--- config.mk ---
export PLATFORM = sky130hd
export DESIGN_NAME = dcr_regbank
export DESIGN_NICKNAME = d
export VERILOG_FILES = /design/src/hw/dcr_pkg.sv /design/src/hw/dcr_regbank.sv /design/src/hw/dcr_spi_slave.sv
export VERILOG_INCLUDE_DIRS = /design/src /design/src/hw
export SDC_FILE = /design/constraint.sdc
export NUM_CORES = 1
export LEC_CHECK = 0
export ABC_AREA = 1
export BUFFER_PORTS_ARGS = -buffer_cell sky130_fd_sc_hd__buf_2
export CORE_UTILIZATION = 60
export CTS_BUF_LIST = sky130_fd_sc_hd__clkbuf_8
export CTS_CLUSTER_DIAMETER = 40
export CTS_CLUSTER_SIZE = 25
export DETAILED_ROUTE_END_ITERATION = 8
export HOLD_SLACK_MARGIN = 0.06
export MAX_ROUTING_LAYER = met4
export PLACE_DENSITY = 0.81
export SETUP_SLACK_MARGIN = 0.1
export SYNTH_ARGS = -nofsm -noshare
export SYNTH_HDL_FRONTEND = slang
export SYNTH_SLANG_ARGS = --single-unit
--- constraint.sdc ---
create_clock -name i_clk -period 1.6 [get_ports i_clk]
set_input_delay 0.08 -clock i_clk [delete_from_list [all_inputs] [get_ports i_clk]]
set_output_delay 0.08 -clock i_clk [all_outputs]
set_load 0.03 [all_outputs]
--- src/hw/dcr_defs.svh ---
/*
  Register map, field positions, reset values and serial-port constants
  for the converter control register bank. Included by the register bank and serial port files.
*/
`ifndef DCR_DEFS_SVH
`define DCR_DEFS_SVH

// map size
`define DCR_AW 7
`define DCR_NREG 9

// register offsets
`define DCR_A_RSVD 7'h00
`define DCR_A_RSTPWR 7'h01
`define DCR_A_CLKCTL 7'h02
`define DCR_A_DCKCTL 7'h03
`define DCR_A_PORT 7'h04
`define DCR_A_SYNC 7'h05
`define DCR_A_PHCMP 7'h06
`define DCR_A_LINCTL 7'h07
`define DCR_A_LINV 7'h08

// field positions
`define DCR_B_SOFT_RST 0
`define DCR_B_CORE_PD 1
`define DCR_B_FULL_POWER_DOWN 2
`define DCR_B_CK_OFF 0
`define DCR_B_SAMPLE_CLOCK_PRESENT 1
`define DCR_B_DCKO_OFF 4
`define DCR_B_DCKO_RATIO 5
`define DCR_B_DCKO_DRIVE 6
`define DCR_B_DCKO_TERM 7
`define DCR_B_DATA_CLOCK_RX_ENABLE 0
`define DCR_B_DATA_CLOCK_PRESENT 1
`define DCR_B_DCKI_QUAD 2
`define DCR_B_PORT_A 0
`define DCR_B_PORT_B 1
`define DCR_B_SINGLE 2
`define DCR_B_DATA_EN 3
`define DCR_B_SYNC_MAN 2
`define DCR_B_LINEARIZER_DISABLE 0

// writable bits per register
`define DCR_M_RSTPWR 8'h06
`define DCR_M_CLKCTL 8'hF1
`define DCR_M_DCKCTL 8'h75
`define DCR_M_PORT 8'h0F
`define DCR_M_SYNC 8'h07
`define DCR_M_LINCTL 8'h0F
`define DCR_M_LINV 8'hFF

// reset values
`define DCR_R_ZERO 8'h00
`define DCR_R_LINV 8'h08

// serial port: instruction bit 7 high means read
`define DCR_SPI_LAST_INSTR 5'h07
`define DCR_SPI_FIRST_DATA 5'h08
`define DCR_SPI_LAST_DATA 5'h0F

`endif

--- src/hw/dcr_pkg.sv ---
/*
  Types shared by the control register bank files.
  Assumes nothing of its surroundings.
*/
package dcr_pkg;
  typedef enum logic [2:0] {
    SPI_IDLE = 3'b001,
    SPI_INSTR = 3'b010,
    SPI_DATA = 3'b100
  } dcr_spi_state_t;
endpackage

--- src/hw/dcr_regbank.sv ---
/*
  Control and status register bank of the converter, addresses 0x00-linearization_voltage_limits,
  reached over the serial port. Assumes status inputs come from other clock
  domains and the analog core acts on the control levels driven here.
*/
`timescale 1ns/1ps
`include "dcr_defs.svh"
`default_nettype none

// Summary of operation
// RULE1: soft reset bit restores all defaults
// RULE2: core power down bit powers down core
// RULE3: full power down bit powers down device
// RULE4: resolution reads default when powered down
// RULE5: clock control bit0 turns sample receiver off
// RULE6: clock present flag reads detector state
// RULE7: bit4 disables divided clock output driver
// RULE8: bit5 selects divide by four or two
// RULE9: bit6 selects low or high drive
// RULE10: bit7 enables divided output termination
// RULE11: data clock receiver enable, off at reset
// RULE12: data clock present flag reads detector
// RULE13: bit2 selects in phase or quadrature
// RULE14: three bit data clock delay trim
// RULE15: port A and B receiver enables
// RULE16: bit2 selects dual or single port
// RULE17: data enable clear forces mid scale
// RULE18: manual bit picks host phase, else automatic
// RULE19: phase comparator outputs readable, zero at reset
// RULE20: linearizer disable bit, enabled at reset
// RULE21: three bit linearizer gain, zero reset
// RULE22: voltage limits, max resets 1000, min zero
// RULE23: host waits before setting data enable
// RULE24: reserved bits read zero, ignore writes
module dcr_regbank #(
  // converter variant code, value arbitrary
  parameter logic [1:0] RES_CODE = 2'h2,
  parameter int PHCMP_W = 8
) (
  // clock and reset
  input wire logic i_clk,
  input wire logic i_rstn,
  // serial port pins
  input wire logic i_sck,
  input wire logic i_cs_n,
  input wire logic i_sdi,
  output logic o_sdo,
  output logic o_sdo_oe,
  // asynchronous status inputs
  input wire logic i_power_down_pin_n,
  input wire logic i_sample_clock_present,
  input wire logic i_data_clock_present,
  input wire logic [1:0] i_sync_phase_auto,
  input wire logic [PHCMP_W-1:0] i_phase_comparator_out,
  // power control
  output logic o_core_power_down,
  output logic o_full_power_down,
  // sample clock and divided output
  output logic o_sample_clock_rx_off,
  output logic o_divided_clock_out_off,
  output logic o_divided_clock_ratio,
  output logic o_divided_clock_drive_sel,
  output logic o_divided_clock_termination,
  // data clock receiver
  output logic o_data_clock_rx_enable,
  output logic o_data_clock_quadrature,
  output logic [2:0] o_data_clock_delay_trim,
  // data ports
  output logic o_port_a_rx_enable,
  output logic o_port_b_rx_enable,
  output logic o_single_port_select,
  output logic o_force_midscale,
  // synchronizer
  output logic [1:0] o_sync_phase_select,
  // linearizer
  output logic o_linearizer_disable,
  output logic [2:0] o_linearizer_gain,
  output logic [3:0] o_linearizer_max_voltage,
  output logic [3:0] o_linearizer_min_voltage
);
  localparam int NSYNC = PHCMP_W + 5;
  localparam logic [7:0] WMASK [0:`DCR_NREG-1] = '{
    `DCR_R_ZERO, `DCR_M_RSTPWR, `DCR_M_CLKCTL, `DCR_M_DCKCTL, `DCR_M_PORT,
    `DCR_M_SYNC, `DCR_R_ZERO, `DCR_M_LINCTL, `DCR_M_LINV};
  localparam logic [7:0] RSTV [0:`DCR_NREG-1] = '{
    `DCR_R_ZERO, `DCR_R_ZERO, `DCR_R_ZERO, `DCR_R_ZERO, `DCR_R_ZERO,
    `DCR_R_ZERO, `DCR_R_ZERO, `DCR_R_ZERO, `DCR_R_LINV};

  logic [`DCR_AW-1:0] s_addr;
  logic s_wr;
  logic [7:0] s_wdata;
  logic [7:0] rd_data;
  logic soft_rst;
  logic [7:0] regs_r [0:`DCR_NREG-1];
  logic [NSYNC-1:0] st_m_r;
  logic [NSYNC-1:0] st_s_r;
  logic pd_n_s;
  logic sample_clock_present_s;
  logic dck_ok_s;
  logic [1:0] phase_auto_s;
  logic [PHCMP_W-1:0] phcmp_s;
  logic [1:0] res_r;
  logic res_done_r;

  dcr_spi_slave u_spi (
    .i_clk(i_clk),
    .i_rstn(i_rstn),
    .i_sck(i_sck),
    .i_cs_n(i_cs_n),
    .i_sdi(i_sdi),
    .o_sdo(o_sdo),
    .o_sdo_oe(o_sdo_oe),
    .o_addr(s_addr),
    .o_wr(s_wr),
    .o_wdata(s_wdata),
    .i_rdata(rd_data)
  );

  // status pins from other domains, two flops each; the phase bits are
  // quasi-static, so a skewed multi-bit sample only lasts a cycle
  always_ff @(posedge i_clk or negedge i_rstn) begin
    if (!i_rstn) begin
      st_m_r <= '0;
      st_s_r <= '0;
    end else begin
      st_m_r <= {i_phase_comparator_out, i_sync_phase_auto, i_data_clock_present,
                 i_sample_clock_present, i_power_down_pin_n};
      st_s_r <= st_m_r;
    end
  end

  assign pd_n_s = st_s_r[0];
  assign sample_clock_present_s = st_s_r[1]; // RULE6
  assign dck_ok_s = st_s_r[2]; // RULE12
  assign phase_auto_s = st_s_r[4:3];
  assign phcmp_s = st_s_r[NSYNC-1:5]; // RULE19

  // variant code latched once after reset release
  always_ff @(posedge i_clk or negedge i_rstn) begin
    if (!i_rstn) begin
      res_r <= 2'h0;
      res_done_r <= 1'b0;
    end else if (!res_done_r) begin
      res_r <= RES_CODE;
      res_done_r <= 1'b1;
    end
  end

  assign soft_rst = s_wr && s_addr == `DCR_A_RSTPWR && s_wdata[`DCR_B_SOFT_RST]; // RULE1

  // soft reset bit is never stored, so it reads back zero
  genvar k;
  generate
    for (k = 0; k < `DCR_NREG; k++) begin : g_reg
      always_ff @(posedge i_clk or negedge i_rstn) begin
        if (!i_rstn) begin
          regs_r[k] <= RSTV[k];
        end else if (soft_rst) begin
          regs_r[k] <= RSTV[k]; // RULE1
        end else if (s_wr && s_addr == `DCR_AW'(k)) begin
          regs_r[k] <= s_wdata & WMASK[k]; // RULE24
        end
      end
    end
  endgenerate

  // control levels straight from the register flops
  assign o_core_power_down = regs_r[1][`DCR_B_CORE_PD]; // RULE2
  assign o_full_power_down = regs_r[1][`DCR_B_FULL_POWER_DOWN]; // RULE3
  assign o_sample_clock_rx_off = regs_r[2][`DCR_B_CK_OFF]; // RULE5
  assign o_divided_clock_out_off = regs_r[2][`DCR_B_DCKO_OFF]; // RULE7
  assign o_divided_clock_ratio = regs_r[2][`DCR_B_DCKO_RATIO]; // RULE8
  assign o_divided_clock_drive_sel = regs_r[2][`DCR_B_DCKO_DRIVE]; // RULE9
  assign o_divided_clock_termination = regs_r[2][`DCR_B_DCKO_TERM]; // RULE10
  assign o_data_clock_rx_enable = regs_r[3][`DCR_B_DATA_CLOCK_RX_ENABLE]; // RULE11
  assign o_data_clock_quadrature = regs_r[3][`DCR_B_DCKI_QUAD]; // RULE13
  assign o_data_clock_delay_trim = regs_r[3][6:4]; // RULE14
  assign o_port_a_rx_enable = regs_r[4][`DCR_B_PORT_A]; // RULE15
  assign o_port_b_rx_enable = regs_r[4][`DCR_B_PORT_B]; // RULE15
  assign o_single_port_select = regs_r[4][`DCR_B_SINGLE]; // RULE16
  assign o_linearizer_disable = regs_r[7][`DCR_B_LINEARIZER_DISABLE]; // RULE20
  assign o_linearizer_gain = regs_r[7][3:1]; // RULE21
  assign o_linearizer_max_voltage = regs_r[8][3:0]; // RULE22
  assign o_linearizer_min_voltage = regs_r[8][7:4]; // RULE22

  // mid-scale hold; the host must let the synchronizer settle before data enable
  always_ff @(posedge i_clk or negedge i_rstn) begin
    if (!i_rstn) begin
      o_force_midscale <= 1'b1;
    end else begin
      o_force_midscale <= ~regs_r[4][`DCR_B_DATA_EN]; // RULE17 RULE23
    end
  end

  always_ff @(posedge i_clk or negedge i_rstn) begin
    if (!i_rstn) begin
      o_sync_phase_select <= 2'h0;
    end else if (regs_r[5][`DCR_B_SYNC_MAN]) begin
      o_sync_phase_select <= regs_r[5][1:0]; // RULE18
    end else begin
      o_sync_phase_select <= phase_auto_s; // RULE18
    end
  end

  // read mux; the serial front end samples it on the first SCK fall after the address
  always_comb begin
    rd_data = 8'h00; // RULE24
    unique case (s_addr)
      `DCR_A_RSTPWR: begin
        rd_data = regs_r[1];
        if (pd_n_s && !regs_r[1][`DCR_B_FULL_POWER_DOWN]) begin
          rd_data[5:4] = res_r; // RULE4
        end
      end
      `DCR_A_CLKCTL: rd_data = regs_r[2] | {6'h00, sample_clock_present_s, 1'b0}; // RULE6
      `DCR_A_DCKCTL: rd_data = regs_r[3] | {6'h00, dck_ok_s, 1'b0}; // RULE12
      `DCR_A_PORT: rd_data = regs_r[4];
      `DCR_A_SYNC: rd_data = {regs_r[5][7:2], o_sync_phase_select}; // RULE18
      `DCR_A_PHCMP: rd_data = 8'(phcmp_s); // RULE19
      `DCR_A_LINCTL: rd_data = regs_r[7];
      `DCR_A_LINV: rd_data = regs_r[8];
      default: rd_data = 8'h00;
    endcase
  end
endmodule // dcr_regbank

`default_nettype wire

--- src/hw/dcr_spi_slave.sv ---
/*
  Serial port front end: mode-0 SPI slave, instruction byte then data bytes.
  Assumes SCK, CS and SDI are asynchronous pins and SCK runs at most i_clk/8.
*/
`timescale 1ns/1ps
`include "dcr_defs.svh"
`default_nettype none

module dcr_spi_slave (
  // clock and reset
  input wire logic i_clk,
  input wire logic i_rstn,
  // serial pins
  input wire logic i_sck,
  input wire logic i_cs_n,
  input wire logic i_sdi,
  output logic o_sdo,
  output logic o_sdo_oe,
  // register side
  output logic [`DCR_AW-1:0] o_addr,
  output logic o_wr,
  output logic [7:0] o_wdata,
  input wire logic [7:0] i_rdata
);
  logic [2:0] pin_m_r;
  logic [2:0] pin_s_r;
  logic sck_d_r;
  logic sck_rise;
  logic sck_fall;
  logic cs_off;
  dcr_pkg::dcr_spi_state_t state_r;
  logic [4:0] cnt_r;
  logic [7:0] sh_r;
  logic rd_r;
  logic [7:0] tx_r;

  always_ff @(posedge i_clk or negedge i_rstn) begin
    if (!i_rstn) begin
      pin_m_r <= 3'h1;
      pin_s_r <= 3'h1;
      sck_d_r <= 1'b0;
    end else begin
      pin_m_r <= {i_sdi, i_sck, i_cs_n};
      pin_s_r <= pin_m_r;
      sck_d_r <= pin_s_r[1];
    end
  end

  assign cs_off = pin_s_r[0];
  assign sck_rise = pin_s_r[1] & ~sck_d_r;
  assign sck_fall = ~pin_s_r[1] & sck_d_r;

  always_ff @(posedge i_clk or negedge i_rstn) begin
    if (!i_rstn) begin
      state_r <= dcr_pkg::SPI_IDLE;
    end else if (cs_off) begin
      state_r <= dcr_pkg::SPI_IDLE;
    end else begin
      unique case (state_r)
        dcr_pkg::SPI_IDLE: state_r <= dcr_pkg::SPI_INSTR;
        dcr_pkg::SPI_INSTR: begin
          if (sck_rise && cnt_r == `DCR_SPI_LAST_INSTR) begin
            state_r <= dcr_pkg::SPI_DATA;
          end
        end
        dcr_pkg::SPI_DATA: state_r <= dcr_pkg::SPI_DATA;
      endcase
    end
  end

  // further bytes in one frame reuse the same address
  always_ff @(posedge i_clk or negedge i_rstn) begin
    if (!i_rstn) begin
      cnt_r <= 5'h00;
      sh_r <= 8'h00;
    end else if (cs_off || state_r == dcr_pkg::SPI_IDLE) begin
      cnt_r <= 5'h00;
    end else if (sck_rise) begin
      cnt_r <= (cnt_r == `DCR_SPI_LAST_DATA) ? `DCR_SPI_FIRST_DATA : cnt_r + 5'h01;
      sh_r <= {sh_r[6:0], pin_s_r[2]};
    end
  end

  always_ff @(posedge i_clk or negedge i_rstn) begin
    if (!i_rstn) begin
      rd_r <= 1'b0;
      o_addr <= `DCR_A_RSVD;
    end else if (sck_rise && state_r == dcr_pkg::SPI_INSTR && cnt_r == `DCR_SPI_LAST_INSTR) begin
      rd_r <= sh_r[6];
      o_addr <= {sh_r[5:0], pin_s_r[2]};
    end
  end

  always_ff @(posedge i_clk or negedge i_rstn) begin
    if (!i_rstn) begin
      o_wr <= 1'b0;
      o_wdata <= 8'h00;
    end else begin
      o_wr <= sck_rise && !cs_off && state_r == dcr_pkg::SPI_DATA && !rd_r &&
              cnt_r == `DCR_SPI_LAST_DATA;
      if (sck_rise && cnt_r == `DCR_SPI_LAST_DATA) begin
        o_wdata <= {sh_r[6:0], pin_s_r[2]};
      end
    end
  end

  // read data shifts out on falling edges, msb first
  always_ff @(posedge i_clk or negedge i_rstn) begin
    if (!i_rstn) begin
      o_sdo <= 1'b0;
      o_sdo_oe <= 1'b0;
      tx_r <= 8'h00;
    end else begin
      o_sdo_oe <= !cs_off && state_r == dcr_pkg::SPI_DATA && rd_r;
      if (sck_fall && state_r == dcr_pkg::SPI_DATA && rd_r) begin
        if (cnt_r == `DCR_SPI_FIRST_DATA) begin
          o_sdo <= i_rdata[7];
          tx_r <= {i_rdata[6:0], 1'b0};
        end else begin
          o_sdo <= tx_r[7];
          tx_r <= {tx_r[6:0], 1'b0};
        end
      end
    end
  end
endmodule // dcr_spi_slave

`default_nettype wire

## Word level (Yosys, flattened, before mapping)

Index checks and enable logic that the tools add are counted.

- Reduce and logical (&&, ||, !) cells: 34
- $add $sub $neg: 1
- Bitwise gates (word level): 8
- Eq/ne operators: 15
- Multiplexer cells: 25

Operator list:

| kind | number |
|---|---|
| $mux W8 | 15 |
| $pmux W8 S8 | 1 |
| $eq A7 B3 Y1 const B | 4 |
| $logic_and A1 B1 Y1 | 21 |
| $or A8 B2 Y8 | 2 |
| $reduce_bool A2 Y1 | 8 |
| $mux W5 | 3 |
| $eq A7 B2 Y1 const B | 2 |
| $eq A5 B4 Y1 const B | 2 |
| $pmux W3 S3 | 1 |
| $eq A7 B1 Y1 const B | 1 |
| $eq A7 B4 Y1 const B | 1 |
| $mux W3 | 2 |
| $add A5 B1 Y5 const B | 1 |
| $eq A5 B3 Y1 const B | 1 |
| $mux W2 | 2 |
| $not A1 Y1 | 4 |
| $eq A3 B1 Y1 const B | 1 |
| $eq A3 B2 Y1 const B | 1 |
| $eq A3 B3 Y1 const B | 1 |
| $logic_not A1 Y1 | 3 |
| $ne A3 B1 Y1 const B | 1 |
| $and A1 B1 Y1 | 2 |
| $reduce_and A2 Y1 | 1 |
| 2 further kinds | 2 |

- Bits of input ports: 18
- Flip-flop bits (word level): 136
- Word-level logic and storage cells: 109

## Logic depth before layout (Yosys ltp)

Gate-level depths: netlist of run 1.

- Word-level depth: 6
- Mapped depth: 13
- Gate-level depth less buffers: 11

## Hierarchy

Synthesis of run 1 repeated with hierarchy kept, for this count alone.

- Cells, all modules: 550
- Area total of the unflattened synthesis: 4894.7 um2

Modules (own cells, without submodules):

| module | area each (um2) | cells each | instances | sequential area each (um2) |
|---|---|---|---|---|
| dcr_regbank | 2805.2 | 313 | 1 | 1554.0 |
| dcr_spi_slave | 2089.5 | 237 | 1 | 1204.9 |

## Worst setup path before layout of run 1

No wires, ideal clock.

- Path type: register to register
- Start: register u_spi.state_r[0]
- End: register u_spi.sh_r[4]
- Data required time: 1.474 ns
- Stages on the path, launching flop included: 7
- Setup time: 0.126 ns
- Data arrival time: 1.307 ns
- Slack: 0.167 ns
- Clock period less this slack: 1.433 ns
- Cell sequence: dfstp_2 inv_1 o31ai_1 nor2_2 buf_2 nand2_1 o21ai_0

- Longest elaborated chain between the ends: 4

RTL lines:

| item | line | text |
|---|---|---|
| start, declared | dcr_spi_slave.sv:31 | `dcr_pkg::dcr_spi_state_t state_r;` |
| start signal, assigned | dcr_spi_slave.sv:55 | `state_r <= dcr_pkg::SPI_IDLE;` |
| start signal, assigned | dcr_spi_slave.sv:57 | `state_r <= dcr_pkg::SPI_IDLE;` |
| start signal, assigned | dcr_spi_slave.sv:60 | `dcr_pkg::SPI_IDLE: state_r <= dcr_pkg::SPI_INSTR;` |
| $eq A3 B1 Y1 | dcr_spi_slave.sv:76 | `end else if (cs_off \|\| state_r == dcr_pkg::SPI_IDLE) begin` |
| $logic_or A1 B1 Y1 | dcr_spi_slave.sv:76 |  |
| $not A1 Y1 (no source line) | n/a |  |
| $reduce_and A2 Y1 (no source line) | n/a |  |
| end signal, assigned | dcr_spi_slave.sv:80 | `sh_r <= {sh_r[6:0], pin_s_r[2]};` |
| end, declared | dcr_spi_slave.sv:33 | `logic [7:0] sh_r;` |

No other way between the ends.
A chain may end at the register's enable or synchronous reset.

## Worst setup path in the final report of run 1

- Start: register u_spi.o_addr[4]
- End: register u_spi.tx_r[4]

- Longest elaborated chain between the ends: 3
- Elaborated cells on any way between the ends: 10
- Those cells by class: eq/ne (8); mux (2)

RTL lines:

| item | line | text |
|---|---|---|
| start, declared | dcr_spi_slave.sv:20 | `` output logic [`DCR_AW-1:0] o_addr, `` |
| start signal, assigned | dcr_spi_slave.sv:87 | `` o_addr <= `DCR_A_RSVD; `` |
| start signal, assigned | dcr_spi_slave.sv:90 | `o_addr <= {sh_r[5:0], pin_s_r[2]};` |
| $eq A7 B4 Y1, or another cell as far along | dcr_regbank.sv:208 | `unique case (s_addr)` |
| $pmux W8 S8 (*) | dcr_regbank.sv:208 |  |
| $mux W8 (*) | dcr_spi_slave.sv:116 | `` if (cnt_r == `DCR_SPI_FIRST_DATA) begin `` |
| end signal, assigned | dcr_spi_slave.sv:118 | `tx_r <= {i_rdata[6:0], 1'b0};` |
| end signal, assigned | dcr_spi_slave.sv:121 | `tx_r <= {tx_r[6:0], 1'b0};` |
| end, declared | dcr_spi_slave.sv:35 | `logic [7:0] tx_r;` |

Mark *: on every way between the ends. The rest lies on a longest branch, timed or not.

==> impl_metrics.ini, run 1 <==
[clock_network]
htree_levels = 3
ctsLongestPathBuffers = 2
cts_tree = yes
cts_buffers = 9
cts.sinks = 110
clk_latency_ns = 0.38
clkTransAtPathRegs_ns = 0.10
cts_root_buf = clkbuf_8

[global_routing]
overflow = 0
grt_first_pass_wirelength_microns = 16300
grt_max_degree = 40
grt_pass1_vias = 3430
antenna_found_initial = 0
grt_use_total_pct = 28.83

[pwr]
switching_share_pct = 22.77
clkPwrFrac_pct = 36.8
combPwrFrac_pct = 4.7
p_sw_uw = 1135
p_seq_share_pct = 58.4
p_per_area_mw_per_mm2 = 840.0
p_leak_uw = 0.002923
peakVddDrop_mv = 0.7792
internal_power_uw = 3850

[floorplanning]
core_sq_mm = 0.007331
die-height_microns = 89.47
initial_core_util_pct = 62.62
dieArea_sq_mm = 0.008005
die-width_microns = 89.47
num_rows = 31
pin_count = 50

[synthesis]
synthCells = 489
syn_area_sq_mm = 0.004591
syn_avg_cell_area_sq_um = 9.388
yosysTopAreaCell = dfrtp_1
synth_edf_count = 0
ys_ff_latch = 110
async_reset_ff_share_pct = 100.0
ys_top_cells_by_area = dfrtp_1 (57%), nand2_1 (12%), nand3_1 (4.8%)
yosysTopAreaCellShare_pct = 57.24
yosys_warnings = 0
seq_area_frac_synth_pct = 60.10
synth_nets = 509
synth.distinct_cells = 30
ys.flop_type = dfrtp_1

[placement]
place_congestion = 0.9260
post_dp_cell_area_sq_mm = 0.004947
dp.cells = 632
io_buffers = 49
dpl.hpwl_microns = 7022

[setup_path]
start_kind = flop
critPathBufInv = 3
arrival_ns = 2.08
path_delay_family = simple AND/OR/NAND/NOR gates
path_class = reg -> reg
cp_slowest_cell = dfrtp_1
path_max_fanout = 17
cp_cell_sequence = inv_1 -> nand2_2 -> nor2_4 -> buf_4 -> buf_12 -> nand3_1 -> nand4_1 -> nand2_1 -> nand2_1 -> nand2_1 -> nand2_1
end_kind = flop
crit_path_frequent_cell = nand2_1
worstPathRequired_ns = 1.92
slowest_delay_ns = 0.40

[routing]
drc = 0
vias = 3992
wl_per_cell_microns = 17.90
dr.pass1.iters = 6
drt_wl_total_microns = 12480
drt-initial-drc-count = 390
ant_nets = 0
avgViaCountPerCell = 5.727

[timing]
skew_ns = 0.01025
period_needed_ns = 1.758
setup_slack_ns = -0.1578
hold_viol_final = 0
maxSlewViolCount = 0
finalCritPeriodShare_pct = 109.9
worst_pin_slew_ns = 0.5283
setup_violations = 19
hold_slack_ns = 0.2161
fmax_mhz = 568.9
rsz0062_at_grt = true
relSlewSlack_pct = 64.78
setup_tns_ns = -0.8634

[final_layout]
final_cell_area_sq_mm = 0.005934
stdcell_count = 697
area_growth_pct = 29.27
num_antenna_cells = 0
final_layout_size_suffix_gt1_share_pct = 36.12
postLayoutCoreUtil_pct = 80.95
fin_nets = 613

[run_status]
violations = negative setup slack
status = finished, violations left

[flow_run]
drv_cap = 0

[min_path]
hold_path.class = in -> async
[routing by layer]
| metal | up-vias | routed length (microns) | GRT usage [%] |
|---|---|---|---|
| li1 | 1769 | - | - |
| met1 | 1923 | 4547 | 33.58 |
| met2 | 235 | 6265 | 48.30 |
| met4 | 0 | 625 | 13.42 |
| met3 | 65 | 1041 | 5.725 |
| met5 | - | 0 | - |
[power groups by stage]
| stage | Sequential, uW | Clock (uW) | Combinational, uW |
|---|---|---|---|
| 3_3_place_gp | 2960 | 0 | 179 |
| 3_5_place_dp | 2960 | 0 | 186 |
| 4_1_cts | 2910 | 1850 | 223 |
| 5_1_grt | 2920 | 1950 | 264 |
| 2_1_floorplan | 2960 | 0 | 62.9 |
| 6_report | 2910 | 1840 | 235 |
[cells in the final DEF, fill, tap and decap left out, types with 2 or more instances in the layout]
cell type / instances
clkinv_4: 3
inv_1: 26
inv_4: 5
a21oi_1: 3
dlygate4sd3_1: 17
nor3_1: 2
o21ai_2: 19
inv_2: 15
nand2_2: 26
nand3_1: 42
nand2_1: 121
nand4_1: 4
ha_4: 2
nor2_2: 5
dfstp_2: 5
nand2_8: 3
nor2_4: 9
buf_6: 11
nand3_2: 2
o21ai_0: 22
buf_12: 4
nand2_4: 7
bufinv_16: 2
dfrtp_1: 105
nor2_1: 13
o21ai_1: 21
buf_2: 48
clkbuf_8: 9
buf_4: 33
[Yosys cell counts, types with 2 or more instances]
cell type / instances
buf_4: 16
inv_2: 14
dfrtp_1: 105
nand2_2: 7
a21oi_1: 4
o21ai_1: 10
ha_1: 2
dfstp_2: 5
nor2_4: 4
nand2_1: 148
o21ai_2: 13
buf_2: 2
clkbuf_1: 2
nor3_1: 3
nand4_1: 4
o21ai_0: 40
inv_1: 30
nor2_1: 17
nor2_2: 6
nand3_1: 44
buf_6: 4
[worst reg2reg max path, cell delays in order (launching register included)]
cell and delay, ns:
dfrtp_1 0.40, inv_1 0.07, nand2_2 0.06, nor2_4 0.17, buf_4 0.16, buf_12 0.13
nand3_1 0.15, nand4_1 0.26, nand2_1 0.10, nand2_1 0.08, nand2_1 0.06, nand2_1 0.07
[cell families (layout without fill, tap and decap cells)]
family / after synthesis / count (layout) / synth area share (%)
flip-flops: 110 / 110 / 60.10
AND/OR/NAND/NOR: 236 / 237 / 22.59
AO/OA/AOI/OAI: 71 / 71 / 9.022
adder cells (fa/ha/maj): 2 / 2 / 0.5450
other: 1 / 1 / 0.08169
buffers and inverters: 69 / 177 / 7.659
[cell type report]
class                   instances  area (sq um)
multi-input cells             311          1738
repair inverters                2         13.76
repair buffers                114         894.6
fillers                       396          1396
well taps                      99         123.9
flip-flops and latches        110          2759
inverters                      45         183.9
clock buffers                   9         123.9
clock inverters                 7         97.59
[state kept, by name (all words and copies together) (netlist names), 2 cells and up]
signal	flops
o_data_clock_delay_trim	3
st_m_r	13
u_spi.sh_r	7
u_spi.cnt_r	5
o_linearizer_gain	3
regs_r	4
u_spi.tx_r	7
o_linearizer_max_voltage	4
o_sync_phase_select	2
u_spi.pin_m_r	3
u_spi.o_addr	7
u_spi.state_r	3
o_linearizer_min_voltage	4
u_spi.pin_s_r	3
u_spi.o_wdata	8
st_s_r	13
[metrics by stage]
stage / worst slack, ns / total power [uW]
CTS: 0.03483 / 4984
global route: -0.2184 / 5136
finish: -0.1578 / 4985
detailed placement: -0.03870 / 3149
global placement: 0.04784 / 3139
floorplan: 0.1670 / 3021
[repair_timing]
action,in CTS,in global routing
hold buffers,17,0
pin swaps,0,10
hold endpoints to repair,50,0
cloned,1,5
endpoints found under the setup margin,40,48
gates resized for setup,9,106
setup buffers,3,23
[worst paths after layout]
check | startpoint | depth (start not counted) | slack, ns | endpoint
setup / recovery | u_spi.o_addr[4] | 11 | -0.16 | u_spi.tx_r[4]
hold / removal | i_rstn | 2 | 0.22 | o_linearizer_min_voltage[1]
setup reg to reg | u_spi.o_addr[4] | 11 | -0.16 | u_spi.tx_r[4]
hold reg to reg | st_m_r[7] | 0 | 0.36 | st_s_r[7]
max in group asynchronous | i_rstn | 3 | 0.75 | u_spi.sh_r[2]
min in group i_clk | i_power_down_pin_n | 2 | 0.33 | st_m_r[0]
Note: power is estimated with default switching activity, not from simulation.
==> inputs of run 2 (changes only) <==
Settings changed: ABC_AREA 1 to unset, CORE_UTILIZATION 60 to 61, PLACE_DENSITY 0.81 to 0.82, REMOVE_ABC_BUFFERS set to 1.
==> run 2 against run 1 <==
Effect of this change:
- the flow still finishes with violations (negative setup slack)
- global-route usage rose by 5.1 points
- clock skew increased by 0.0045 ns
- core utilization up 4.9 points
- sequential cell count did not move
- critical path type unchanged
- sequential share of layout area is 2.6 points lower
==> impl_metrics.ini, run 2 <==
[global_routing]
grt_max_degree = 41
grt_first_pass_wirelength_microns = 19890
grt_use_total_pct = 33.91
grt_pass1_vias = 3787
overflow = 0
antenna_found_initial = 0

[pwr]
clkPwrFrac_pct = 33.9
peakVddDrop_mv = 0.6680
p_sw_uw = 1215
internal_power_uw = 3789
p_seq_share_pct = 60.3
switching_share_pct = 24.28
p_per_area_mw_per_mm2 = 795.2
combPwrFrac_pct = 5.8
p_leak_uw = 0.002963

[timing]
rsz0062_at_grt = true
setup_tns_ns = -10.33
period_needed_ns = 1.966
setup_violations = 49
worst_pin_slew_ns = 0.5058
relSlewSlack_pct = 66.28
finalCritPeriodShare_pct = 122.9
maxSlewViolCount = 0
fmax_mhz = 508.6
hold_viol_final = 0
skew_ns = 0.01474
setup_slack_ns = -0.3662

[final_layout]
final_layout_size_suffix_gt1_share_pct = 47.35
fin_nets = 524
reg_top3 = st_m_r x13, st_s_r x13, u_spi.o_wdata x8
final_cell_area_sq_mm = 0.006294
num_antenna_cells = 0
area_growth_pct = 34.06
nFillCells = 312
final_cell_mix = dfrtp_1 (102), buf_4 (64), buf_2 (49)
multiInputGateArea_sq_mm = 0.002021
final_common_cell = dfrtp_1
register_area_sq_mm = 0.002763

[clock_network]
ctsLongestPathBuffers = 2
cts_root_buf = clkbuf_8
htree_levels = 3
cts_buffers = 9
cts_tree = yes
clk_latency_ns = 0.39
clkTransAtPathRegs_ns = 0.10
cts.sinks = 110

[routing]
avgViaCountPerCell = 6.132
drt_wl_total_microns = 13940
vias = 3728
wl_per_cell_microns = 22.93
dr.pass1.iters = 7
drc = 0
ant_nets = 0
drt-initial-drc-count = 290

[floorplanning]
dieArea_sq_mm = 0.008051
initial_core_util_pct = 64.04
core_sq_mm = 0.007331
pin_count = 50
num_rows = 31
die-width_microns = 89.73
die-height_microns = 89.73

[run_status]
status = finished, violations left
violations = negative setup slack

[synthesis]
synth_edf_count = 0
syn_area_sq_mm = 0.004695
yosysTopAreaCellShare_pct = 55.97
ys_top_cells_by_area = dfrtp_1 (56%), mux2i_1 (7.9%), mux2_2 (6.5%)
synth.distinct_cells = 58
yosysTopAreaCell = dfrtp_1
synth_most_common_cell = dfrtp_1
async_reset_ff_share_pct = 100.0
seq_area_frac_synth_pct = 58.77
ys.flop_type = dfrtp_1
yosys_warnings = 0
synthCells = 377
synth_common_cells = dfrtp_1 (105), nor2_1 (48), mux2i_1 (37), mux2_2 (27)
ys_ff_latch = 110
syn_avg_cell_area_sq_um = 12.45

[setup_path]
path_class = reg -> reg
end_kind = flop
path_delay_family = simple AND/OR/NAND/NOR gates
worstSetupPathDepth = 6
cp_slowest_cell = dfrtp_1
reg2reg_from = u_spi.o_addr[5]
cp_cell_sequence = or3_4 -> buf_6 -> nor4_4 -> buf_4 -> mux2i_1 -> nor2_1
r2r-end = o_data_clock_delay_trim[1]
worstPathRequired_ns = 1.87
path_max_fanout = 4
slowest_delay_ns = 0.43
arrival_ns = 2.24
rr_worst_depth = 6
regToRegSetupSlack_ns = -0.37
start_kind = flop
cp-startpoint = u_spi.o_addr[5]
critPathBufInv = 2
endpoint = o_data_clock_delay_trim[1]

[flow_run]
drv_cap = 0

[placement]
io_buffers = 49
place_congestion = 0.9169
dpl.hpwl_microns = 7377
post_dp_cell_area_sq_mm = 0.005395

[min_path]
hold_path.class = in -> async
-- run 2: timing repair --
item | CTS | global route
pin swaps | 14 | 17
hold buffers | 17 | 0
gates resized for setup | 46 | 60
hold endpoints to repair | 51 | 0
endpoints found under the setup margin | 63 | 65
buffers inserted | 7 | 8
gates cloned | 3 | 0
-- run 2: kinds of logic after synthesis --
family / share of synthesized area [%]
and+or+nand+nor: 15.01
DFF: 58.77
muxes: 14.85
buffers and inverters: 5.011
AOI/OAI and AO/OA: 5.571
adders and majority gates: 0.5330
other: 0.07988
xor gates and xnor gates: 0.1866
-- run 2: how the worst min path moves through the flow --
stage / start / end / slack [ns]
final: i_rstn / o_linearizer_max_voltage[1] / 0.20
after CTS: i_rstn / regs_r[26] / 0.21
after detailed placement: i_rstn / o_linearizer_max_voltage[1] / 0.08
after floorplan: i_rstn / o_core_power_down / -0.22
after global placement: i_rstn / st_m_r[6] / 0.07
after global routing: i_rstn / st_m_r[12] / 0.23
-- run 2: final cells by class --
cell class              count  area share [%]
well taps                  99           1.968
repair buffers            149           18.39
multi-input cells         225           32.11
clock buffers               9           1.968
clock inverters             7           1.133
flip-flops and latches    110           43.90
inverters                   9          0.5368
-- run 2: routing by layer --
metal  vias to the layer above  global-route usage (%)  part of all wire, %
met4                         0                   16.80                  5.1
met3                        79                   6.261                  7.1
met5                         -                       -                    0
met2                       219                   56.35                   51
met1                      1871                   39.92                   37
li1                       1559                       -                    -
-- run 2: per-stage QoR --
| step | utilization, % | hold WS, ns | total power, uW | setup WS (ns) | instances |
|---|---|---|---|---|---|
| 2_1_floorplan | - | -0.2156 | 3099 | -0.5495 | 344 |
| 3_3_place_gp | 73.60 | 0.07283 | 3233 | -0.1711 | 561 |
| 3_5_place_dp | 73.60 | 0.08079 | 3255 | -0.2413 | 561 |
| 4_1_cts | 82.06 | 0.2142 | 4923 | -0.1951 | 603 |
| 5_1_grt | 85.85 | 0.2294 | 5150 | -0.3924 | 608 |
| 6_report | 85.85 | 0.1953 | 5005 | -0.3662 | 608 |
-- run 2: worst reg2reg max path: stages, from the launching register on --
cell	delay (ns)
dfrtp_1	0.43
or3_4	0.43
buf_6	0.15
nor4_4	0.28
buf_4	0.21
mux2i_1	0.25
nor2_1	0.09
-- run 2: power by group through the flow --
stage	sequential, uW	clock, uW	combinational (uW)
2_1_floorplan	3010	0	87.1
3_3_place_gp	3040	0	196
3_5_place_dp	3050	0	209
4_1_cts	3000	1680	247
5_1_grt	3030	1810	316
6_report	3020	1690	293
